## config.mk

```make
export PLATFORM = sky130hd
export DESIGN_NAME = spi_sensor_frame
export DESIGN_NICKNAME = d
export VERILOG_FILES = /design/src/pkg/spi_frame_pkg.sv /design/src/logic/crc8_step.sv /design/src/logic/spi_sensor_frame.sv
export SDC_FILE = /design/constraint.sdc
export NUM_CORES = 1
export LEC_CHECK = 0
export ABC_AREA = 1
export BUFFER_PORTS_ARGS = -buffer_cell sky130_fd_sc_hd__buf_2
export CORE_ASPECT_RATIO = 0.6
export CORE_MARGIN = 2
export CORE_UTILIZATION = 55
export CTS_BUF_LIST = sky130_fd_sc_hd__clkbuf_2
export CTS_CLUSTER_DIAMETER = 40
export CTS_CLUSTER_SIZE = 25
export DETAILED_ROUTE_END_ITERATION = 12
export GPL_TIMING_DRIVEN = 0
export PLACE_DENSITY_LB_ADDON = 0.12
export SLEW_MARGIN = 30
export SYNTH_ARGS = -nofsm -noshare
export SYNTH_HDL_FRONTEND = slang
export SYNTH_HIERARCHICAL = 1
export SYNTH_SLANG_ARGS = --single-unit
```

## constraint.sdc

```tcl
create_clock -name clk_i -period 2.45 [get_ports clk_i]
set_input_delay 0.245 -clock clk_i [delete_from_list [all_inputs] [get_ports clk_i]]
set_output_delay 0.245 -clock clk_i [all_outputs]
set_load 0.01 [all_outputs]
```

## src/pkg/spi_frame_pkg.sv

```systemverilog
// Contract
// - Sensor value captured at chip select fall
// - Response: echo, status, value, options, detail, CRC
// - Wide mode puts low bits in options
// - Six reserved nibbles answered next frame
// - Reserved answer upper bits undefined, CRC valid
// - Command CRC over 32 bits, MSB first
// - Bad command CRC gives error response
// - Checker seeds, shifts all, expects zero
// - Polynomial x8+x5+x3+x2+x+1, LSB shift-in
// - Seed FF, or F and nibble
// - Every response carries CRC, same rules
// - Payload then eight zeros yields CRC
// - Sensor answer comes in next frame
// - Status codes, internal error wins
package spi_frame_pkg;

    localparam logic [7:0] CRC_POLY     = 8'h2f;
    localparam logic [7:0] SEED_DEFAULT = 8'hff;
    localparam logic [3:0] SEED_UPPER   = 4'hf;
    localparam logic [5:0] FRAME_BITS   = 6'h20;
    localparam logic [4:0] TX_FIRST     = 5'h1f;
    localparam logic [5:0] PAYLOAD_LEN  = 6'h18;
    localparam logic [5:0] CALC_LAST    = 6'h1f;
    localparam logic [5:0] CNT_MAX      = 6'h3f;

    localparam int ECHO_HI = 31;
    localparam int ST_HI   = 27;
    localparam int SD_HI   = 25;
    localparam int OPT_HI  = 13;
    localparam int SF_HI   = 9;
    localparam int CRC_HI  = 7;

    localparam logic [3:0] RSV_A = 4'h0;
    localparam logic [3:0] RSV_B = 4'h2;
    localparam logic [3:0] RSV_C = 4'h4;
    localparam logic [3:0] RSV_D = 4'h6;
    localparam logic [3:0] RSV_E = 4'ha;
    localparam logic [3:0] RSV_F = 4'he;

    localparam logic [1:0] ST_INIT     = 2'h0;
    localparam logic [1:0] ST_NORMAL   = 2'h1;
    localparam logic [1:0] ST_SELFTEST = 2'h2;
    localparam logic [1:0] ST_INTERR   = 2'h3;
    localparam logic [1:0] SF_SPI_ERR  = 2'h3;

    typedef enum logic [2:0] {
        KIND_NONE   = 3'b000,
        KIND_SENSOR = 3'b001,
        KIND_RSV    = 3'b010,
        KIND_EXT    = 3'b011,
        KIND_ERR    = 3'b100
    } kind_e;

    typedef struct packed {
        logic       int_err;
        logic       self_test;
        logic       init_done;
        logic [1:0] detail;
    } status_s;

    typedef struct packed {
        logic [2:0]  sync_cs;
        logic [2:0]  sync_ck;
        logic [2:0]  sync_di;
        logic        cs_f;
        logic        ck_f;
        logic        active;
        logic        bad;
        logic [5:0]  cnt;
        logic [31:0] rx_sh;
        logic [7:0]  rx_crc;
        logic [4:0]  tx_idx;
        logic [31:0] resp;
        logic        miso;
        logic        calc_busy;
        logic [5:0]  calc_cnt;
        logic [7:0]  calc_crc;
        kind_e       pend_kind;
        logic [3:0]  pend_nib;
        logic [1:0]  pend_st;
        logic [1:0]  pend_sf;
        logic [2:0]  src_sel;
        logic [31:0] cmd_word;
        logic        cmd_stb;
        logic        crc_err;
        logic        frame_err;
    } state_s;

    localparam state_s STATE_RST = '{sync_cs: 3'h7, sync_ck: 3'h0, sync_di: 3'h0, cs_f: 1'b1, ck_f: 1'b0,
        active: 1'b0, bad: 1'b0, cnt: 6'h00, rx_sh: 32'h0000_0000, rx_crc: 8'h00, tx_idx: 5'h1f,
        resp: 32'h0000_0000, miso: 1'b0, calc_busy: 1'b0, calc_cnt: 6'h00, calc_crc: 8'h00,
        pend_kind: KIND_NONE, pend_nib: 4'h0, pend_st: 2'h0, pend_sf: 2'h0, src_sel: 3'h0,
        cmd_word: 32'h0000_0000, cmd_stb: 1'b0, crc_err: 1'b0, frame_err: 1'b0};

endpackage : spi_frame_pkg

```

## src/logic/crc8_step.sv

```systemverilog
`timescale 1ns/100ps
module crc8_step (
    input  wire logic [7:0] crc_i,
    input  wire logic       bit_i,
    output logic      [7:0] crc_o
);
    // Bit enters at the low end, top bit folds back through the polynomial
    assign crc_o = {crc_i[6:0], bit_i} ^ (crc_i[7] ? spi_frame_pkg::CRC_POLY : 8'h00);
endmodule : crc8_step

```

## src/logic/spi_sensor_frame.sv

```systemverilog
`timescale 1ns/100ps
module spi_sensor_frame (
    input  wire logic                   clk_i,
    input  wire logic                   rst_i,
    input  wire logic                   cs_n_i,
    input  wire logic                   sclk_i,
    input  wire logic                   mosi_i,
    output logic                        miso_o,
    output logic                        miso_oe_o,
    input  wire logic [3:0]             crc_seed_nibble_i,
    input  wire logic                   wide_mode_i,
    input  wire logic [15:0]            sensor_value_i,
    input  wire spi_frame_pkg::status_s status_i,
    input  wire logic                   miso_err_i,
    input  wire logic [23:0]            ext_resp_i,
    output logic [2:0]                  source_selector_o,
    output logic [31:0]                 cmd_word_o,
    output logic                        cmd_strobe_o,
    output logic                        crc_err_o,
    output logic                        frame_err_o
);
    spi_frame_pkg::state_s s;
    spi_frame_pkg::state_s n;
    logic [7:0]  seed;
    logic [7:0]  rx_step;
    logic [7:0]  tx_step;
    logic        calc_bit;
    logic        cs_fall;
    logic        cs_rise;
    logic        ck_rise;
    logic        ck_fall;
    logic [11:0] sd_field;
    logic [3:0]  opt_field;
    logic [1:0]  st_now;
    logic        rsv_nib;
    logic        cmd_ok;

    assign seed = (crc_seed_nibble_i == 4'h0) ? spi_frame_pkg::SEED_DEFAULT
                                              : {spi_frame_pkg::SEED_UPPER, crc_seed_nibble_i};

    // Edges count only once second and third stage agree
    assign cs_fall = s.cs_f & ~s.sync_cs[1] & ~s.sync_cs[2];
    assign cs_rise = ~s.cs_f & s.sync_cs[1] & s.sync_cs[2];
    assign ck_rise = ~s.ck_f & s.sync_ck[1] & s.sync_ck[2];
    assign ck_fall = s.ck_f & ~s.sync_ck[1] & ~s.sync_ck[2];

    crc8_step rx_crc_u (
        .crc_i (s.rx_crc),
        .bit_i (s.sync_di[2]),
        .crc_o (rx_step)
    );

    // Payload bits first, then zeros while calc_cnt passes the payload
    assign calc_bit = (s.calc_cnt < spi_frame_pkg::PAYLOAD_LEN) ?
                      s.resp[spi_frame_pkg::TX_FIRST - s.calc_cnt[4:0]] : 1'b0;

    crc8_step tx_crc_u (
        .crc_i (s.calc_crc),
        .bit_i (calc_bit),
        .crc_o (tx_step)
    );

    assign sd_field  = wide_mode_i ? sensor_value_i[15:4] : sensor_value_i[11:0];
    assign opt_field = wide_mode_i ? sensor_value_i[3:0] : 4'h0;

    always_comb begin
        if (status_i.int_err) begin
            st_now = spi_frame_pkg::ST_INTERR;
        end else if (status_i.self_test) begin
            st_now = spi_frame_pkg::ST_SELFTEST;
        end else if (!status_i.init_done) begin
            st_now = spi_frame_pkg::ST_INIT;
        end else begin
            st_now = spi_frame_pkg::ST_NORMAL;
        end
    end

    always_comb begin
        case (s.rx_sh[31:28])
            spi_frame_pkg::RSV_A, spi_frame_pkg::RSV_B, spi_frame_pkg::RSV_C,
            spi_frame_pkg::RSV_D, spi_frame_pkg::RSV_E, spi_frame_pkg::RSV_F: rsv_nib = 1'b1;
            default: rsv_nib = 1'b0;
        endcase
    end

    // Frame must be 32 clean edges with sclk low at both chip select edges
    assign cmd_ok = ~s.bad & ~s.ck_f & (s.cnt == spi_frame_pkg::FRAME_BITS) & (s.rx_crc == 8'h00);

    always_comb begin
        n = s;
        n.cmd_stb   = 1'b0;
        n.crc_err   = 1'b0;
        n.frame_err = 1'b0;
        n.sync_cs = {s.sync_cs[1:0], cs_n_i};
        n.sync_ck = {s.sync_ck[1:0], sclk_i};
        n.sync_di = {s.sync_di[1:0], mosi_i};
        if (s.sync_cs[1] == s.sync_cs[2]) begin
            n.cs_f = s.sync_cs[2];
        end
        if (s.sync_ck[1] == s.sync_ck[2]) begin
            n.ck_f = s.sync_ck[2];
        end
        if (s.calc_busy) begin
            n.calc_crc = tx_step;
            n.calc_cnt = s.calc_cnt + 6'h01;
            if (s.calc_cnt == spi_frame_pkg::CALC_LAST) begin
                n.resp[spi_frame_pkg::CRC_HI -: 8] = tx_step;
                n.calc_busy = 1'b0;
            end
        end
        if (cs_fall) begin
            n.active    = 1'b1;
            n.bad       = s.ck_f;
            n.cnt       = 6'h00;
            n.rx_crc    = seed;
            n.tx_idx    = spi_frame_pkg::TX_FIRST;
            n.calc_busy = 1'b1;
            n.calc_cnt  = 6'h00;
            n.calc_crc  = seed;
            case (s.pend_kind)
                spi_frame_pkg::KIND_SENSOR: n.resp = {s.pend_nib, s.pend_st, sd_field, opt_field,
                                                      s.pend_sf, 8'h00};
                spi_frame_pkg::KIND_ERR:    n.resp = {s.pend_nib, spi_frame_pkg::ST_INTERR, 16'h0000,
                                                      spi_frame_pkg::SF_SPI_ERR, 8'h00};
                spi_frame_pkg::KIND_EXT:    n.resp = {ext_resp_i, 8'h00};
                default:                    n.resp = 32'h0000_0000;
            endcase
        end else if (s.active && ck_rise) begin
            if (s.cnt != spi_frame_pkg::CNT_MAX) begin
                n.cnt = s.cnt + 6'h01;
            end
            n.rx_sh  = {s.rx_sh[30:0], s.sync_di[2]};
            n.rx_crc = rx_step;
        end else if (s.active && ck_fall && s.tx_idx != 5'h00) begin
            n.tx_idx = s.tx_idx - 5'h01;
        end
        if (cs_rise && s.active) begin
            n.active  = 1'b0;
            n.pend_nib = s.rx_sh[31:28];
            n.pend_st = st_now;
            n.pend_sf = status_i.detail;
            if (!cmd_ok || miso_err_i) begin
                n.pend_kind = spi_frame_pkg::KIND_ERR;
                n.crc_err   = (s.rx_crc != 8'h00);
                n.frame_err = s.bad | s.ck_f | (s.cnt != spi_frame_pkg::FRAME_BITS);
            end else begin
                n.cmd_stb  = 1'b1;
                n.cmd_word = s.rx_sh;
                if (s.rx_sh[28]) begin
                    n.pend_kind = spi_frame_pkg::KIND_SENSOR;
                    n.src_sel   = s.rx_sh[31:29];
                end else if (rsv_nib) begin
                    n.pend_kind = spi_frame_pkg::KIND_RSV;
                end else begin
                    n.pend_kind = spi_frame_pkg::KIND_EXT;
                end
            end
        end
        n.miso = n.resp[n.tx_idx];
    end

    always_ff @(posedge clk_i) begin
        if (rst_i) begin
            s <= spi_frame_pkg::STATE_RST;
        end else begin
            s <= n;
        end
    end

    assign miso_o            = s.miso;
    assign miso_oe_o         = s.active;
    assign source_selector_o = s.src_sel;
    assign cmd_word_o        = s.cmd_word;
    assign cmd_strobe_o      = s.cmd_stb;
    assign crc_err_o         = s.crc_err;
    assign frame_err_o       = s.frame_err;

    // Reference model for checking only
    function automatic logic [7:0] ref_crc(input logic [7:0] sd, input logic [23:0] pl);
        logic [7:0]  c;
        logic [31:0] m;
        c = sd;
        m = {pl, 8'h00};
        for (int i = 31; i >= 0; i--) begin
            c = {c[6:0], m[i]} ^ (c[7] ? spi_frame_pkg::CRC_POLY : 8'h00);
        end
        return c;
    endfunction : ref_crc

    localparam int SD_HI_C = spi_frame_pkg::SD_HI;
endmodule : spi_sensor_frame

```

# Word level (Yosys, flattened, before mapping)
# Index checks and enable logic that the tools add are counted.
# totals
n_memories	0
inputBits	56
latchBits	0
register_bits	161
ramBits	0
out_inout_bits	40
wordCells	122
romBits	0
# op_classes
bitwise_logic	25
shift	0
n_reduce_logical	22
n_div	0
n_mux	29
n_eq_ne	14
magnitude_cmp	3
n_mul	0
add_sub_neg	4
# op_table
operator	n
32-bit case mux with 3 select lines	1
32-bit 2-to-1 mux	1
15-bit 2-to-1 mux	2
8-bit 2-to-1 mux	3
13-bit 2-to-1 mux	1
6-bit by 1-bit adder with 6-bit output (second input constant)	2
5-bit by 6-bit < comparator with 1-bit output (second input constant)	2
12-bit 2-to-1 mux	1
6-bit 2-to-1 mux	2
6-bit inequality test (second input constant)	2
1-bit AND	11
1-bit binary-select mux with 5-bit select	2
5-bit 2-to-1 mux	2
1-bit NOT	10
4-bit by 3-bit equality test with 1-bit output (second input constant)	2
4-bit equality test (second input constant)	2
4-bit zero test	2
8-bit zero test	1
1-bit 2-to-1 mux	8
4-bit 2-to-1 mux	2
8-bit nonzero test	1
8-bit by 6-bit XOR with 8-bit output	1
8-bit XOR	1
6-bit by 5-bit equality test with 1-bit output (second input constant)	1
other kinds (22)	34

# Longest topological paths before layout
# Gate-level depths: netlist of run 1.
# depth
depth_word	10
ltp_mapped	19
ltp_nobuf	19

# By module
# Netlist of run 1, hierarchy kept.
# by_module_without_submodules
mod	seq_area_each_um2	instances	area_per_inst_um2	cells_each
spi_sensor_frame	3223.1	1	7503.4	1060
crc8_step	0.0	2	101.3	24

# Worst setup path after synthesis of run 1
# Ideal clock, no wire load.
# synth_timing
kind	flip-flop to flip-flop
startpoint	register s[57] (netlist name)
endpoint	register s (netlist bit miso_o)
synth_period_minus_slack_ns	2.007
arrival_ns	1.895
setup_slack_ns	0.443
path_buffers	1
stages_incl_launch_ff	20
setup_time_ns	0.112
required_time_ns	2.338
path_cell_list	dfxtp_1 -> inv_1 -> clkbuf_1 -> nor2_1 -> o22ai_1 -> nand2_1 -> nand4_1 -> o211ai_1 -> nor2_1 -> inv_1 -> nand2_1 -> nand2_1 -> o21ai_1 -> nand2_1 -> nand3_1 -> nand3_1 -> nand3_1 -> nand2_1 -> nand2_1 -> nand2_1
# synth_between
elab_chain_len	10
elab_cells_between_ends	12
classes_between	add/sub (1); order compare (1); eq/ne (1); mux (8); bitwise (1)
# synth_lines
element	line_no	source
start, declared	spi_sensor_frame.sv:22	spi_frame_pkg::state_s s;
start signal, assigned	spi_sensor_frame.sv:164	s <= spi_frame_pkg::STATE_RST;
start signal, assigned	spi_sensor_frame.sv:166	s <= n;
5-bit subtractor	spi_sensor_frame.sv:55	s.resp[spi_frame_pkg::TX_FIRST - s.calc_cnt[4:0]] : 1'b0;
1-bit binary-select mux with 5-bit select	spi_sensor_frame.sv:55	
1-bit 2-to-1 mux (not written as such)	spi_sensor_frame.sv:55	
1-bit 2-to-1 mux *	spi_sensor_frame.sv:54	assign calc_bit = (s.calc_cnt < spi_frame_pkg::PAYLOAD_LEN) ?
via calc_bit	spi_sensor_frame.sv:27	logic calc_bit;
8-bit XOR *	crc8_step.sv:8	assign crc_o = {crc_i[6:0], bit_i} ^ (crc_i[7] ? spi_frame_pkg::CRC_POLY : 8'h00);
via tx_step[0]	spi_sensor_frame.sv:26	logic [7:0] tx_step;
8-bit 2-to-1 mux *	spi_sensor_frame.sv:106	if (s.calc_cnt == spi_frame_pkg::CALC_LAST) begin
8-bit 2-to-1 mux *	spi_sensor_frame.sv:103	if (s.calc_busy) begin
32-bit 2-to-1 mux *	spi_sensor_frame.sv:111	if (cs_fall) begin
1-bit binary-select mux with 5-bit select *	spi_sensor_frame.sv:159	n.miso = n.resp[n.tx_idx];
1-bit 2-to-1 mux (not written as such) *	spi_sensor_frame.sv:159	
# Mark *: on every way through the listed nets, which the timed path passes. The rest lies on a longest branch. The select of a mux whose other input is x is not followed.
# A chain may end at the register's enable or synchronous reset.

# Final worst setup path of run 1
# layout_timing
startpoint	register s[58] (netlist name)
endpoint	register s (netlist bit miso_o)
# Same word-level chain as after synthesis.

==> results.toml, run 1 <==
[floorplan]
start_util_pct = 56.4
die_h_um = 95.7
core-area_um2 = 13700
die_area_um2 = 15000
num_io_pins = 96
rows = 33
die-width_um = 157

[hold_path]
hold-path-cell-count = 7
hold_class = "in -> reg"

[synthesis]
seq_area_frac_synth_pct = 41.8
synth_seq_cells = 161
yosysTopAreaCellShare_pct = 41.8
syn_nets = 1168
syn-cell-area_um2 = 7710
synthDistinctLibCells = 42
synth_edf_count = 0
synth_most_common_cell = "nand2_1"
yosysWarnings = 6
syn_avg_cell_area_um2 = 6.96
netlist_instances = 1108
synth_ff_type = "dfxtp_1"
synth-async-reset-ratio_pct = 0
yosys.area.top_type = "dfxtp_1"
synthTopCellsByArea = "dfxtp_1 (42%), nand2_1 (11%), nor2_1 (8.8%)"
synth_commonest_cells = "nand2_1 (230), nor2_1 (181), dfxtp_1 (161)"

[cells_and_area]
final_nets = 1340
insertedDiodeCount = 0
final_area_um2 = 9390
multi_input_area_um2 = 3580
seq_area_um2 = 3230
fillCellCount = 1203
syn_to_final_growth_pct = 21.8
utilization_pct = 68.7
drive_gt1_share_pct = 19.6

[setup_path]
cp_num_buf_inv = 3
reg2reg_depth = 20
cpPeakStageDelay_ns = 0.44
cp.required_ns = 3.11
crit_chain = "clkinvlp_4 > buf_6 > a21oi_2 > o21ai_1 > nand2_1 > nand2_1 > nand4_1 > o211ai_1 > nor2_1 > inv_1 > nand2_1 > nand2_2 > o21ai_2 > nand2_1 > nand3_1 > nand3_1 > nand3_2 > nand2_1 > nand2_1 > nand2_1"
crit_arrival_ns = 3.11
critical_path.max_fanout = 7
path_depth = 20
critPathKind = "reg -> reg"
end_kind = "flip-flop"
critical_path.startpoint_type = "flip-flop"
critPathTopFamily = "simple AND/OR/NAND/NOR gates"
crit_slowest_cell = "dfxtp_4"
cpMostUsedCell = "nand2_1"

[run]
maxCapViolations = 0

[cts]
cts_buffer_depth = 2
cts_tree = "done"
cts_root_buf = "clkbuf_2"
clock_latency_ns = 0.75
cts.sinks = 161
cts_made_buffers = 17
htree_levels = 4
clkTransAtPathRegs_ns = 0.28

[sta]
relSlewSlack_pct = 52.2
tightest_slew_ns = 0.718
rsz0062_at_grt = "true"
tns_ns = 0
period_minus_slack_ns = 2.45
finalWorstSetupSlack_ns = 0.00279
clock.fmax_mhz = 409
fin_crit_sh_pct = 99.9
final-hold-violation-count = 0
skew_ns = 0.0448
timing_max_transition_violations_final = 0
setup_viol = 0

[placement]
place.gp.congestion = 0.938
port_buffers = 93
post-place-ws_ns = -0.322
place_area_um2 = 8410
hpwlAfterDp_um = 15600

[drt]
antenna_left = 0
viasPerCell = 5.26
finalWirelength_um = 21900
first_iter_violations = 770
wl_per_cell_um = 14.8
dr.pass1.iters = 5
drc = 0
num_vias = 7809

[pwr]
powerDensity_nw_per_um2 = 467
ir_drop_mv = 0.298
p_leak_nw = 4.43

[global_routing]
grt_pass1_wl_um = 34100
track_usage_pct = 29.2
grt_overflow = 0
grt_pass1_vias = 6689
grt_max_degree = 18
grt_antenna_before_repair = 0

[outcome]
outcome = "completed"
where the power goes:
part	total [mW]	internal (mW)	switching (mW)
sequential	2.64	2.64	0.00656
clock	1.51	0.423	1.09
combinational	0.229	0.105	0.125
stage by stage:
step,power (mW),std cells,hold slack [ns]
4_1_cts,4.39,1479,0.0143
3_3_place_gp,2.86,1393,0.392
6_report,4.38,1485,0.0527
3_5_place_dp,2.86,1393,0.394
5_1_grt,4.54,1485,0.0476
2_1_floorplan,2.78,1108,0.348
path summary, 6_finish.rpt:
check	startpoint	end	slack, ns
min reg2reg	n[159]$_SDFF_PP1_	n[160]$_SDFF_PP1_	0.44
max	s[58]$_SDFFE_PP0P_	miso_o$_SDFF_PP0_	0.003
min	sensor_value_i[5]	s[84]$_SDFF_PP0_	0.05
max reg2reg	s[58]$_SDFFE_PP0P_	miso_o$_SDFF_PP0_	0.003
layer usage:
layer / vias up / global-route usage [%] / part of all wire [%]
met2: 357 / 39.8 / 37
met3: 31 / 5.72 / 10
li1: 3907 / - / -
met5: - / 0 / 0
met4: 0 / 5.43 / 1.0
met1: 3514 / 46.9 / 51
logic make-up after synthesis:
| kind of cell | count (synthesis) | synth area share [%] |
|---|---|---|
| AO/OA/AOI/OAI | 214 | 15.2 |
| XOR/XNOR | 3 | 0.341 |
| adder cells (fa/ha/maj) | 4 | 0.649 |
| buffers and inverters | 198 | 12.4 |
| flip-flops | 161 | 41.8 |
| AND/OR/NAND/NOR | 528 | 29.6 |
worst reg2reg max path: stages (launching register included):
cell and delay [ns]:
dfxtp_4 0.44, clkinvlp_4 0.19, buf_6 0.18, a21oi_2 0.10, o21ai_1 0.09, nand2_1 0.06
nand2_1 0.05, nand4_1 0.09, o211ai_1 0.09, nor2_1 0.19, inv_1 0.06, nand2_1 0.07
nand2_2 0.08, o21ai_2 0.18, nand2_1 0.07, nand3_1 0.07, nand3_1 0.08, nand3_2 0.09
nand2_1 0.05, nand2_1 0.05, nand2_1 0.07
placed cells by master (no fill, tap or decap), drive strengths merged, types with 2 or more instances in the layout:
master	n
dfxtp	161
nand3	62
or2	2
clkinvlp	2
a31oi	9
o21ai	114
a21oi	62
nand4	26
nand2	237
clkinv	8
ha	4
o211ai	3
dlygate4sd3	50
clkbuf	48
o221ai	2
inv	106
o221a	2
nor2	191
nor3	8
xor2	2
o22ai	11
a22oi	6
a32oi	2
buf	168
cell type report:
type | instances | area share [%]
multi-input cells | 749 | 38.1
flip-flops and latches | 161 | 34.4
repair buffers | 153 | 11.5
plain buffers | 96 | 6.49
inverters | 102 | 4.17
well taps | 192 | 2.56
clock inverters | 15 | 1.83
clock buffers | 17 | 0.906
registers in the layout, indices dropped and copies added, names as in the netlist:
signal	count
crc_err_o	1
n	6
cmd_word_o	32
miso_o	1
frame_err_o	1
source_selector_o	3
cmd_strobe_o	1
s	115
miso_oe_o	1
timing repair:
item | 4_1_cts | 5_1_grt
resized for setup | 18 | 23
hold endpoints to repair | 40 | 0
hold buffers | 50 | 0
setup endpoints to repair | 1 | 1
buffers inserted | 4 | 4
cloned | 0 | 2
pin swaps | 5 | 17
Power figures use the tool's default switching activity.
==> inputs of run 2 (changes only) <==
--- a/config.mk
+++ b/config.mk
@@ -16,6 +16,7 @@
 export DETAILED_ROUTE_END_ITERATION = 12
 export GPL_TIMING_DRIVEN = 0
 export PLACE_DENSITY_LB_ADDON = 0.12
+export RECOVER_POWER = 50
 export SLEW_MARGIN = 30
 export SYNTH_ARGS = -nofsm -noshare
 export SYNTH_HDL_FRONTEND = slang
==> run 2 against run 1 <==
Against the previous run:
- largest power group unchanged
- hold slack improved by 0.0047 ns
- critical endpoint unchanged
- combinational power hardly changed
- sequential cell count is the same
- sequential power about the same
- critical path type unchanged
- register-to-register slack hardly changed
- die area is the same
==> results.toml, run 2 (synthesis gave the netlist of run 1 again) <==
[global_routing]
grt_pass1_vias = 6689
track_usage_pct = 29.2
grt_max_degree = 18
grt_antenna_before_repair = 0
grt_pass1_wl_um = 34100
grt_overflow = 0

[drt]
first_iter_violations = 745
dr.pass1.iters = 7
antenna_left = 0
wl_per_cell_um = 14.8
drc = 0
viasPerCell = 5.24
finalWirelength_um = 21900
num_vias = 7775

[pwr]
netSwitchingPower_mw = 1.21
power_mw = 4.38
p_seq_share_pct = 60.4
ir_drop_mv = 0.298
internal_power_mw = 3.16
p_leak_nw = 4.33
combinationalPowerShare_pct = 5.2
p_sw_share_pct = 27.7
powerDensity_nw_per_um2 = 468
p_clk_share_pct = 34.4

[setup_path]
critPathKind = "reg -> reg"
critical_path.max_fanout = 7
reg2reg_depth = 20
r2r_end = "miso_o$_SDFF_PP0_"
cp.required_ns = 3.11
r2r_slack_ns = 0.01
startpoint = "s[58]$_SDFFE_PP0P_"
crit_chain = "clkinvlp_4 > buf_6 > a21oi_2 > o21ai_1 > nand2_1 > nand2_1 > nand4_1 > o211ai_1 > nor2_1 > inv_1 > nand2_1 > nand2_2 > o21ai_2 > nand2_1 > nand3_1 > nand3_1 > nand3_2 > nand2_1 > nand2_1 > nand2_1"
end_kind = "flip-flop"
r2r_start = "s[58]$_SDFFE_PP0P_"
crit_slowest_cell = "dfxtp_4"
cpPeakStageDelay_ns = 0.44
critical_path.startpoint_type = "flip-flop"
crit_arrival_ns = 3.10
cpMostUsedCell = "nand2_1"

[hold_path]
hold_class = "in -> reg"
min_to = "s[84]$_SDFF_PP0_"
hold-path-cell-count = 7
hp-start = "sensor_value_i[5]"

[sta]
tightest_slew_ns = 0.720
timing_max_transition_violations_final = 0
whs_ns = 0.0575
skew_ns = 0.0492
fin_crit_sh_pct = 99.6
relSlewSlack_pct = 52.0
period_minus_slack_ns = 2.44
final-hold-violation-count = 0
rsz0062_at_grt = "true"
setup_viol = 0
clock.fmax_mhz = 410

[cts]
cts_tree = "done"
cts_made_buffers = 17
clock_latency_ns = 0.75
htree_levels = 4
cts.sinks = 161
cts_root_buf = "clkbuf_2"
cts_buffer_depth = 2
clkTransAtPathRegs_ns = 0.28

[floorplan]
num_io_pins = 96
die-width_um = 157
rows = 33
die_h_um = 95.7
start_util_pct = 56.4
die_area_um2 = 15000
core-area_um2 = 13700

[cells_and_area]
top_register = "s"
final_nets = 1340
syn_to_final_growth_pct = 21.4
final_cell_mix = "nand2_1 (228), nor2_1 (181), dfxtp_1 (159), o21ai_0 (106), inv_1 (91)"
final_area_um2 = 9360
largest_reg_flops = 115
insertedDiodeCount = 0
drive_gt1_share_pct = 17.6
final_common_cell = "nand2_1"

[placement]
place_area_um2 = 8410
port_buffers = 93
place.gp.congestion = 0.938
hpwlAfterDp_um = 15600

[outcome]
outcome = "completed"

[run]
maxCapViolations = 0
run 2: changes by cell type in the layout (fill, tap and decap cells not counted):
cell	delta
inv_2	-1
inv_1	+1
buf_2	-23
clkbuf_1	+24
buf_4	-1
run 2: through the flow:
step	cells	util [%]	TNS [ns]	setup slack, ns
global placement	1393	61.5	-0.331	-0.331
detailed placement	1393	61.5	-0.322	-0.322
global route	1485	68.5	-0.183	-0.183
floorplan	1108	-	0	0.443
CTS	1479	67.6	0	0.0154
finish	1485	68.5	0	0.0109
run 2: layer usage:
metal | global-route usage [%] | routed length (um)
met1 | 46.9 | 11200
met2 | 39.8 | 8220
met3 | 5.72 | 2290
met4 | 5.43 | 198
met5 | 0 | 0
run 2: worst max-delay path by stage:
stage                              to  slack (ns)  depth (start not counted)
floorplan           miso_o$_SDFF_PP0_        0.44                         19
global placement    miso_o$_SDFF_PP0_       -0.33                         18
detailed placement  miso_o$_SDFF_PP0_       -0.32                         18
CTS                 miso_o$_SDFF_PP0_        0.02                         18
global route        miso_o$_SDFF_PP0_       -0.18                         20
finish              miso_o$_SDFF_PP0_        0.01                         20
run 2: layout make-up:
cell class	count	area, um^2
plain buffers	96	604
clock buffers	17	85.1
clock inverters	15	171
fillers	1215	4310
inverters	102	392
multi-input cells	749	3580
flip-flops and latches	161	3230
well taps	192	240
repair buffers	153	1060
run 2: worst max-delay path, delay by kind of cell (launching register included):
family / cells / cell delay (ns)
simple gates: 13 / 1.01
flops: 1 / 0.44
compound gates: 4 / 0.46
buf+inv: 3 / 0.43
run 2: power by group through the flow:
stage / Sequential, mW / Clock, mW / Combinational, mW
floorplan: 2.69 / 0 / 0.0879
global placement: 2.69 / 0 / 0.170
detailed placement: 2.69 / 0 / 0.171
CTS: 2.64 / 1.52 / 0.219
global route: 2.65 / 1.64 / 0.249
finish: 2.64 / 1.50 / 0.229
run 2: what timing repair did:
action / in CTS / in global routing
pin swaps: 5 / 17
gates cloned: 0 / 2
hold buffers: 50 / 0
buffers inserted: 4 / 4
endpoints found under the hold margin: 40 / 0
gates resized for setup: 18 / 23
endpoints found under the setup margin: 1 / 1
